`config.mk`:
```
export PLATFORM = sky130hd
export DESIGN_NAME = rt_extended_options
export DESIGN_NICKNAME = d
export VERILOG_FILES = /design/src/hw/rt_extended_options_pkg.sv /design/src/hw/rt_option_store.sv /design/src/hw/rt_extended_options.sv
export VERILOG_INCLUDE_DIRS = /design/src /design/src/hw
export SDC_FILE = /design/constraint.sdc
export NUM_CORES = 1
export LEC_CHECK = 0
export BUFFER_PORTS_ARGS = -buffer_cell sky130_fd_sc_hd__clkbuf_2
export CAP_MARGIN = 0
export CORE_ASPECT_RATIO = 0.7
export CORE_MARGIN = 5
export CORE_UTILIZATION = 25
export DETAILED_ROUTE_END_ITERATION = 8
export PLACE_DENSITY = 0.56
export SETUP_SLACK_MARGIN = 0.15
export SLEW_MARGIN = 25
export SYNTH_ARGS = -nofsm -noshare
export SYNTH_HDL_FRONTEND = slang
export SYNTH_HIERARCHICAL = 1
export SYNTH_SLANG_ARGS = --single-unit
```
`constraint.sdc`:
```
create_clock -name i_mclk -period 1.7 [get_ports i_mclk]
set_input_delay 0.425 -clock i_mclk [delete_from_list [all_inputs] [get_ports i_mclk]]
set_output_delay 0.425 -clock i_mclk [all_outputs]
set_load 0.02 [all_outputs]
```
`src/hw/rt_extended_options_regs.svh`:
```
// offsets, field positions and reset values of the rt global options register
`ifndef RT_EXTENDED_OPTIONS_REGS_SVH
`define RT_EXTENDED_OPTIONS_REGS_SVH
`define RT_GLOBAL_OPTIONS_ADDR   16'h004d
`define RT_GLOBAL_OPTIONS_RESET  16'h0000
`define RT_GLOBAL_OPTIONS_MASK   16'h003e
`define OPT_PP_SUPPRESS_BIT      1
`define OPT_BUSY_REPORT_BIT      2
`define OPT_BCAST_SELECT_BIT     3
`define IIW_BUSY_AT_EVENT_BIT    9
`define MIW_GAP_OR_BROADCAST_FLAG_BIT        13
`endif

```
`src/hw/rt_extended_options_pkg.sv`:
```
// types shared by the rt global options block
package rt_extended_options_pkg;
  typedef struct packed {
    logic        ev_valid;     // enabled interrupt event
    logic [15:0] ev_flags;     // event's own flag bits
    logic        rt_busy;      // terminal busy during event
  } irq_event_s;
  typedef struct packed {
    logic        msg_done;     // message finished
    logic        gap_error;    // gap error seen
    logic        broadcast;    // broadcast command
    logic        illegal;      // valid illegal command
    logic        busy_end;     // message ended with busy status
    logic        legal_ok;     // legal message without error
    logic        sel_in;       // current buffer selector
  } msg_event_s;
  typedef enum logic [1:0] {
    ST_IDLE = 2'b01,
    ST_LOG  = 2'b10
  } log_state_e;
endpackage

```
`src/hw/rt_option_store.sv`:
```
// option register storage with masked write and masked read back
`timescale 1ns/100ps
`include "rt_extended_options_regs.svh"
module rt_option_store #(
  parameter int WIDTH = 16
) (
  // clock and reset
  input  wire logic             i_mclk,
  input  wire logic             i_rstn,
  // write port
  input  wire logic             i_we,
  input  wire logic [WIDTH-1:0] i_wdata,
  // stored value
  output logic      [WIDTH-1:0] o_value
);
  logic [WIDTH-1:0] value_q;
  logic [WIDTH-1:0] value_d;

  // only the 16-bit option layout is served; refuse anything else at elaboration
  if (WIDTH != 16) begin : g_width_check
    $error("rt_option_store: width must be 16");
  end

  always_comb begin
    value_d = value_q;
    if (i_we) begin
      value_d = i_wdata & `RT_GLOBAL_OPTIONS_MASK;
    end
  end

  always_ff @(posedge i_mclk or negedge i_rstn) begin
    if (!i_rstn) begin
      value_q <= `RT_GLOBAL_OPTIONS_RESET;
    end else begin
      value_q <= value_d;
    end
  end

  assign o_value = value_q;
endmodule

```
`src/hw/rt_extended_options.sv`:
```
// rt global options register and the message/interrupt logging it steers
//
// What this block does
// - select bit 0: message word bit 13 carries gap error
// - select bit 1: message word bit 13 carries broadcast
// - busy report on: busy during enabled event sets logged bit 9
// - not busy: only the event's own flags are logged
// - busy report off: logged bit 9 always zero
// - log entries only for enabled events, never for busy alone
// - pending interrupt register bit 9 unaffected, stays reserved
// - suppress set: no selector toggle for illegal or busy messages
//
// register port: one word at the options offset; writes land on the strobe edge,
//   read data and its valid follow one clock after the read strobe, for one clock
// interrupt events: an accepted event shows its pending flags one clock later and
//   its logged word with the log strobe two clocks later
// an event offered in the clock right after an accepted one is lost; the
//   interrupt source must space events at least two clocks apart
// message completion: info word bit 13 and the new buffer selector follow the
//   completion strobe by one clock and then hold until the next message
// trade-off: the logged word is staged once more so the busy flag uses the
//   options that stood when the event was taken, not a later write
// limitation: reserved option bits are stored and read back but steer nothing
`timescale 1ns/100ps
`include "rt_extended_options_regs.svh"
module rt_extended_options
  import rt_extended_options_pkg::*;
(
  // clock and reset
  input  wire logic                               i_mclk,
  input  wire logic                               i_rstn,
  // register port
  input  wire logic                               i_reg_wr,
  input  wire logic                               i_reg_rd,
  input  wire logic [15:0]                        i_reg_addr,
  input  wire logic [15:0]                        i_reg_wdata,
  output logic      [15:0]                        o_reg_rdata,
  output logic                                    o_reg_rvalid,
  // interrupt event in, log word out
  input  wire rt_extended_options_pkg::irq_event_s i_irq_event,
  output logic                                    o_log_we,
  output logic      [15:0]                        o_interrupt_identification_word,
  output logic      [15:0]                        o_pending_set,
  // message completion in, info word and selector out
  input  wire rt_extended_options_pkg::msg_event_s i_msg_event,
  output logic                                    o_miw_valid,
  output logic      [15:0]                        o_miw_flags,
  output logic                                    o_pingpong_buffer_selector
);
  import rt_extended_options_pkg::*;

  logic        opt_we;
  logic [15:0] opt_value;
  logic        broadcast_flag_select;
  logic        busy_report_enable;
  logic        pingpong_toggle_suppress;

  // word with a single chosen bit; shared by the log and message paths
  function automatic logic [15:0] bit_at(input int pos, input logic val);
    logic [15:0] w;
    w = 16'h0000;
    w[pos] = val;
    return w;
  endfunction

  // register decode, exact address only
  // a write to any other offset is ignored, nothing else sits behind this port
  assign opt_we = i_reg_wr && (i_reg_addr == `RT_GLOBAL_OPTIONS_ADDR);

  rt_option_store #(
    .WIDTH (16)
  ) u_store (
    .i_mclk  (i_mclk),
    .i_rstn  (i_rstn),
    .i_we    (opt_we),
    .i_wdata (i_reg_wdata),
    .o_value (opt_value)
  );

  // reserved bits 5:4 are stored as written; software leaves them clear
  assign broadcast_flag_select    = opt_value[`OPT_BCAST_SELECT_BIT];
  assign busy_report_enable       = opt_value[`OPT_BUSY_REPORT_BIT];
  assign pingpong_toggle_suppress = opt_value[`OPT_PP_SUPPRESS_BIT];

  // read back, registered; other addresses read zero
  logic [15:0] rdata_q, rdata_d;
  logic        rvalid_q, rvalid_d;
  // the read port never stalls, so every read is answered whatever the address
  always_comb begin
    rvalid_d = i_reg_rd;
    rdata_d  = 16'h0000;
    if (i_reg_rd && (i_reg_addr == `RT_GLOBAL_OPTIONS_ADDR)) begin
      rdata_d = opt_value & `RT_GLOBAL_OPTIONS_MASK;
    end
  end

  // interrupt log path, two-state sequencer
  log_state_e  state_q, state_d;
  logic [15:0] iiw_q, iiw_d;
  logic [15:0] iiw_hold_q, iiw_hold_d;
  logic        log_we_q, log_we_d;
  logic [15:0] pend_q, pend_d;
  always_comb begin
    state_d    = state_q;
    iiw_d      = iiw_q;
    iiw_hold_d = iiw_hold_q;
    log_we_d   = 1'b0;
    pend_d     = 16'h0000;
    // the pending strobe is cleared every clock and pulses only on acceptance
    case (state_q)
      ST_IDLE: begin
        if (i_irq_event.ev_valid) begin
          iiw_hold_d = i_irq_event.ev_flags & ~bit_at(`IIW_BUSY_AT_EVENT_BIT, 1'b1);
          iiw_hold_d = iiw_hold_d | bit_at(`IIW_BUSY_AT_EVENT_BIT,
                                           busy_report_enable & i_irq_event.rt_busy);
          pend_d  = i_irq_event.ev_flags & ~bit_at(`IIW_BUSY_AT_EVENT_BIT, 1'b1);
          state_d = ST_LOG;
        end
      end
      ST_LOG: begin
        // events here are dropped; partner spaces them two cycles apart
        iiw_d    = iiw_hold_q;
        log_we_d = 1'b1;
        state_d  = ST_IDLE;
      end
      default: begin
        state_d = ST_IDLE;
      end
    endcase
  end

  // message information word and buffer selector
  logic [15:0] miw_q, miw_d;
  logic        miw_valid_q, miw_valid_d;
  logic        sel_q, sel_d;
  logic        toggle;
  always_comb begin
    miw_valid_d = i_msg_event.msg_done;
    miw_d       = miw_q;
    sel_d       = sel_q;
    toggle      = 1'b0;
    // the info word is rebuilt on each completion; only bit 13 is owned here
    if (i_msg_event.msg_done) begin
      miw_d = bit_at(`MIW_GAP_OR_BROADCAST_FLAG_BIT, broadcast_flag_select ? i_msg_event.broadcast
                                                               : i_msg_event.gap_error);
      // legal messages ending in error arrive with legal_ok low and never toggle
      // suppress selector toggle
      if (pingpong_toggle_suppress) begin
        toggle = i_msg_event.legal_ok && !i_msg_event.illegal && !i_msg_event.busy_end;
      end else begin
        toggle = i_msg_event.legal_ok || i_msg_event.illegal || i_msg_event.busy_end;
      end
      sel_d = i_msg_event.sel_in ^ toggle;
    end
  end

  // read answer registers; the valid strobe lives for exactly one clock,
  // so a host that misses it must issue the read again
  always_ff @(posedge i_mclk or negedge i_rstn) begin
    if (!i_rstn) begin
      rdata_q  <= 16'h0000;
      rvalid_q <= 1'b0;
    end else begin
      rdata_q  <= rdata_d;
      rvalid_q <= rvalid_d;
    end
  end

  // interrupt log registers; the held word is cleared too, so no stale
  // flags can reach the log after a reset
  always_ff @(posedge i_mclk or negedge i_rstn) begin
    if (!i_rstn) begin
      state_q    <= ST_IDLE;
      iiw_q      <= 16'h0000;
      iiw_hold_q <= 16'h0000;
      log_we_q   <= 1'b0;
      pend_q     <= 16'h0000;
    end else begin
      state_q    <= state_d;
      iiw_q      <= iiw_d;
      iiw_hold_q <= iiw_hold_d;
      log_we_q   <= log_we_d;
      pend_q     <= pend_d;
    end
  end

  // message word and selector registers; the selector holds between messages
  // so the buffer choice stays stable while the next message is stored
  always_ff @(posedge i_mclk or negedge i_rstn) begin
    if (!i_rstn) begin
      miw_q       <= 16'h0000;
      miw_valid_q <= 1'b0;
      sel_q       <= 1'b0;
    end else begin
      miw_q       <= miw_d;
      miw_valid_q <= miw_valid_d;
      sel_q       <= sel_d;
    end
  end

  // every output comes straight from a register of its group
  assign o_reg_rdata                     = rdata_q;
  assign o_reg_rvalid                    = rvalid_q;
  assign o_log_we                        = log_we_q;
  assign o_interrupt_identification_word = iiw_q;
  assign o_pending_set                   = pend_q;
  assign o_miw_valid                     = miw_valid_q;
  assign o_miw_flags                     = miw_q;
  assign o_pingpong_buffer_selector      = sel_q;
endmodule

```
# Word-level counts from Yosys, hierarchy flattened
# Cells that the tools add are included.
# word_totals
register_bits,66
inputBits,61
wordCells,36
# op_classes
n_eq_ne,4
muxes,9
bitwise,3
reduce_logical,9
# ops
operator,n
$mux W16,2
$eq A16 B7 Y1 const B,1
$or A16 B10 Y16,1
$mux W6,1
$logic_and A1 B1 Y1,4
$mux W1,4
$mux W2,2
$eq A2 B1 Y1 const B,1
$eq A2 B2 Y1 const B,1
$logic_not A1 Y1,2
$logic_or A1 B1 Y1,2
$ne A2 B2 Y1 const B,1
$reduce_and A2 Y1,1
$and A1 B1 Y1,1
$xor A1 B1 Y1,1

# Logic depth before layout (Yosys ltp)
# Gate-level depths: netlist (run 1).
# depth
ltp_word,6
ltp_mapped,6
ltp_nobuf,5

# Modules after synthesis
# The synthesis (run 1) kept the hierarchy.
# modules_own_cells
mod,n_inst,cells_per_inst,area_per_inst_um2,seq_area_each_um2
rt_extended_options,1,165,2337.2,1477.7
rt_option_store,1,22,267.8,125.1

# Worst setup path before layout (run 1)
# OpenSTA, ideal clock, no wires.
# synth_path
path_type,in2reg
from,in i_reg_addr[4]
to,"reg u_store.value_q[1], in the netlist u_store/o_value[1]"
setup_ps,125
arrival_ps,1831
required_time_ps,1575
slack_ps,-255
stages,4
n_path_buf,0
path_cell_list,or4b_4 -> nor4_4 -> and2_2 -> mux2_2
# synth_between
elab_chain_len,2
# synth_lines
element,line_no,source
start: declaration,rt_extended_options.sv:35,"input wire logic [15:0] i_reg_addr,"
$eq A16 B7 Y1 (no source line),-,
$logic_and A1 B1 Y1,rt_extended_options.sv:68,assign opt_we = i_reg_wr && (i_reg_addr == `RT_GLOBAL_OPTIONS_ADDR);
named net opt_we,rt_extended_options.sv:52,logic opt_we;
end signal: assignment,rt_option_store.sv:33,value_q <= `RT_GLOBAL_OPTIONS_RESET;
end signal: assignment,rt_option_store.sv:35,value_q <= value_d;
end: declaration,rt_option_store.sv:16,logic [WIDTH-1:0] value_q;
# The timed path passes the listed nets, and every way through them passes these cells.
# A chain may end at the register's enable or synchronous reset.

# Final worst setup path (run 1)
# layout_path
from,in i_reg_addr[1]
to,"reg u_store.value_q[5], in the netlist u_store/o_value[5]"
# Same word-level chain as after synthesis.

==> impl_metrics.tcl, run 1 <==
set metrics [dict create \
    outcome "finished clean" \
    chipHeight_um 94.0 \
    min_period_over_period_pct 98.5 \
    rsz0062_at_grt "yes" \
    grt_pass1_wl_um 8630 \
    synth_area_per_cell_um2 14.4 \
    die_w_um 130 \
    core_um2 9760 \
    crit_required_ns 1.90 \
    drtAntennaViolNets 0 \
    place_area_um2 3090 \
    hold_viol_final 0 \
    wirelength_um 5460 \
    maxCapViolations 0 \
    setup_viol 0 \
    syn_area_um2 2520 \
    clock_sinks 64 \
    clock.fmax_mhz 597 \
    min_period_ns 1.67 \
    die-area_um2 12200 \
    grt_pass1_vias 1641 \
    crit_path_end_kind "flip-flop" \
    worstSetupStartpointType "input pin" \
    p_per_area_nw_per_um2 1400 \
    drt_iter0_markers 42 \
    crit_arrival_ns 1.88 \
    fin_nets 339 \
    fin_area_um2 3400 \
    r2r_setup_slack_ns 0.35 \
    grt.overflow.total 0 \
    drc 0 \
    syn_inst 175 \
    slew_viol_final 0 \
    vdd_drop_max_uv 546 \
    track_usage_pct 9.44 \
    ctsRootBufferMaster "clkbuf_16" \
    drive_gt1_share_pct 54.4 \
    n_antenna_cell 0 \
    whs_ns 0.108 \
    critPathMaxStageDelay_ns 0.53 \
    drtPass1Iterations 2 \
    fin_cells 411 \
    path_cells "clkbuf_2, or4_4, nor4_4, and2_4, mux2_4" \
    dp_hpwl_um 4080 \
    cts_tree "yes" \
    area_growth_pct 35.0 \
    grt_max_degree 65 \
    ioPinCount 129 \
    yosys_warnings 6 \
    crit_type "input pin to flip-flop" \
    htreeDepth 3 \
    grt_antenna_before_repair 0 \
    dp_cells 394 \
    total_power_mw 4.77 \
    viasPerCell 3.83 \
    place.gp.congestion 0.717 \
    skew_ns 0.00726 \
    rows 30 \
    start_util_pct 25.8 \
    crit_buf_inv 1 \
    leakagePower_nw 1.77 \
    critPathTopFamily "simple AND/OR/NAND/NOR gates" \
    cts_buffer_depth 2 \
    critPathMaxFanout 5 \
    port_buffers 89 \
    hold_class "input pin to async pin" \
    dr_total_vias 1576 \
    slowest_stage "or4_4" \
    routedWlPerCell_um 13.3 \
    cts_made_buffers 9 \
    clkLatencyLatePin_ns 0.32 \
    cts.clk_slew.worst_paths_ns 0.05 \
]
## report_power, final
part	switching [mW]	leakage (nW)	internal [mW]	total (mW)
logic	0.579	0.810	0.416	0.995
registers	0.133	0.807	1.82	1.96
clock network	0.612	0.150	1.21	1.82
## cell type report
type / instances / area, um2
Timing Repair Buffer: 97 / 518
Sequential cell: 64 / 1600
Inverter: 2 / 7.51
Clock inverter: 3 / 40.0
Fill cell: 1007 / 6360
Clock buffer: 13 / 260
Tap cell: 128 / 160
Multi-Input combinational cell: 104 / 812
## metal layers
metal	vias up	GRT usage, %	wire [um]
met5	-	0	0
met4	0	4.15	101
met3	8	3.98	420
met2	53	14.2	2620
met1	768	11.8	2320
li1	747	-	-
## metrics by stage
step           TNS (ns)  util (%)  setup slack [ns]
2_1_floorplan     -1.16         -            -0.232
3_3_place_gp      -1.42      31.7            -0.285
3_5_place_dp      -1.68      31.7            -0.315
4_1_cts               0      34.8            0.0366
5_1_grt          -0.112      34.8           -0.0280
6_report              0      34.8            0.0258
## cell usage in the layout (no fill, tap or decap), types with 2 or more instances in the layout
master / instances
nor2_1: 2
buf_4: 7
clkbuf_1: 2
clkbuf_8: 2
clkbuf_16: 9
conb_1: 27
or4_4: 2
nand2_1: 3
nand2b_1: 3
dfrtp_1: 63
clkbuf_2: 88
mux2_4: 5
mux2_2: 31
and2_1: 15
clkinv_2: 2
and3_1: 5
## sequential cells by signal, indices dropped and copies added (netlist names), 2 cells and up
signal and flops:
iiw_hold_q 16, o_interrupt_identification_word 16, u_store/o_value 5, o_pending_set 15
state_q 2, o_reg_rdata 5
## final timing paths
path                               start                  to  cells past startpoint
hold / removal                    i_rstn      o_reg_rdata[4]                      2
max in group asynchronous         i_rstn          state_q[0]                      2
setup reg to reg              state_q[0]       iiw_hold_q[8]                      5
setup / recovery           i_reg_addr[1]  u_store/o_value[5]                      5
hold reg to reg            iiw_hold_q[9]       iiw_hold_q[9]                      2
min in group i_mclk             i_reg_rd        o_reg_rvalid                      1
## what timing repair did
| action | 4_1_cts | 5_1_grt |
|---|---|---|
| endpoints found under the setup margin | 5 | 6 |
| hold buffers | 0 | 0 |
| pin swaps | 1 | 1 |
| buffers inserted | 1 | 0 |
| endpoints found under the hold margin | 0 | 0 |
| gates resized for setup | 0 | 1 |
| cloned | 0 | 0 |
Power figures use the tool's default switching activity.
==> run 2: changes to the inputs <==
- PLACE_DENSITY: 0.56 -> not set
- PLACE_DENSITY_LB_ADDON: not set -> 0.15
==> run 2 against run 1 <==
  * First-iteration DRC count up 24%
  * Largest cell class unchanged
  * Power up 0.20%
  * Flip-flop and latch count unchanged
  * Largest power group unchanged
  * Register-to-register slack worse by 0.02 ns
==> impl_metrics.tcl, run 2 (same netlist as run 1, synthesis figures left out) <==
set metrics [dict create \
    outcome "finished clean" \
    grt_pass1_vias 1614 \
    clock_sinks 64 \
    htreeDepth 3 \
    r2r_setup_slack_ns 0.33 \
    ioPinCount 129 \
    port_buffers 89 \
    met3_length_um 494 \
    multi_input_area_um2 812 \
    grt.overflow.total 0 \
    path_cells "clkbuf_2, or4_4, nor4_4, and2_4, mux2_4" \
    ctsRootBufferMaster "clkbuf_16" \
    fin_nets 337 \
    worstRegToRegCells 4 \
    chipHeight_um 94.0 \
    area_growth_pct 34.4 \
    postCtsHoldBufs 0 \
    cts_tree "yes" \
    worstReg2RegEnd "iiw_hold_q[13]" \
    final_cell_mix "clkbuf_2 (88), dfrtp_1 (63), mux2_2 (31), conb_1 (27), and2_1 (15)" \
    min_period_over_period_pct 98.2 \
    final_util_pct 34.7 \
    grt_max_degree 65 \
    die-area_um2 12200 \
    cts_buffer_depth 2 \
    grt_pass1_wl_um 8710 \
    crit_required_ns 1.91 \
    total_power_mw 4.78 \
    leakagePower_nw 1.76 \
    crit_arrival_ns 1.88 \
    wl_met1_um 2580 \
    critPathMaxStageDelay_ns 0.53 \
    reg2reg_from "state_q[0]" \
    n_antenna_cell 0 \
    track_usage_pct 9.78 \
    slowest_stage "or4_4" \
    drive_gt1_share_pct 54.1 \
    vdd_drop_max_uv 622 \
    p_per_area_nw_per_um2 1410 \
    viasPerCell 3.89 \
    routedWlPerCell_um 13.9 \
    setup_viol 0 \
    hold_viol_final 0 \
    min_period_ns 1.67 \
    nFillCells 985 \
    worst_slack_ns 0.0310 \
    rsz0062_at_grt "yes" \
    crit_type "input pin to flip-flop" \
    grt_antenna_before_repair 0 \
    die_w_um 130 \
    clkLatencyLatePin_ns 0.32 \
    skew_ns 0.00430 \
    crit_path_end_kind "flip-flop" \
    routed-wl-met2_um 2520 \
    pre_cts_slack_ns -0.326 \
    drc 0 \
    core_um2 9760 \
    drtAntennaViolNets 0 \
    dp_hpwl_um 4090 \
    worstSetupStartpointType "input pin" \
    top_layer_used "met4" \
    wirelength_um 5690 \
    slew_viol_final 0 \
    cts.clk_slew.worst_paths_ns 0.05 \
    drtPass1Iterations 4 \
    maxCapViolations 0 \
    drt_iter0_markers 52 \
    layout.cells.most_common "clkbuf_2" \
    rows 30 \
    hold_class "input pin to async pin" \
    critPathMaxFanout 5 \
    dr_total_vias 1590 \
    clock.fmax_mhz 599 \
    place.gp.congestion 0.655 \
    start_util_pct 25.8 \
    regArea_um2 1600 \
    cts_made_buffers 9 \
]
## run 2: final cells by class
type,count,area share (%)
Sequential cell,64,47.3
Timing Repair Buffer,95,14.9
Clock buffer,13,7.69
Tap cell,128,4.73
Inverter,2,0.222
Clock inverter,3,1.18
Multi-Input combinational cell,104,24.0
## run 2: per-stage QoR
stage | hold WS (ns) | setup TNS [ns] | instances | instance area [um2]
2_1_floorplan | 0.129 | -1.16 | 201 | 2640
3_3_place_gp | 0.464 | -1.49 | 392 | 3070
3_5_place_dp | 0.471 | -1.72 | 392 | 3070
4_1_cts | 0.124 | 0 | 409 | 3390
5_1_grt | 0.132 | 0 | 409 | 3390
6_report | 0.100 | 0 | 409 | 3390
## run 2: layer usage
metal | GRT usage [%] | vias up
met5 | 0 | -
met3 | 5.06 | 8
met1 | 13.0 | 783
met2 | 13.2 | 53
li1 | - | 746
met4 | 4.15 | 0
## run 2: how the worst max path moves through the flow
stage | end | slack (ns) | startpoint | cells after the start
final | u_store/o_value[2] | 0.03 | i_reg_addr[14] | 5
after global routing | u_store/o_value[3] | 0.02 | i_reg_addr[14] | 5
after CTS | u_store/o_value[2] | 0.04 | i_reg_addr[1] | 5
after detailed placement | u_store/o_value[2] | -0.33 | i_reg_addr[8] | 5
after global placement | u_store/o_value[1] | -0.30 | i_reg_addr[12] | 5
after floorplan | u_store/o_value[1] | -0.23 | i_reg_addr[12] | 4
## run 2: worst max-delay path, delay by kind of cell
family                 cells  cell delay, ns
buffers and inverters      1            0.08
and+or+nand+nor            3            1.06
muxes                      1            0.31
## run 2: where the power goes
part	internal (mW)	leakage (nW)	switching [mW]
registers	1.82	0.807	0.140
logic	0.410	0.801	0.575
clock network	1.21	0.150	0.624
## run 2: repair_timing
action                     4_1_cts  5_1_grt
pin swaps                        2        1
setup endpoints to repair        5        5
setup buffers                    1        0
hold endpoints to repair         0        0
gates resized for setup          1        0
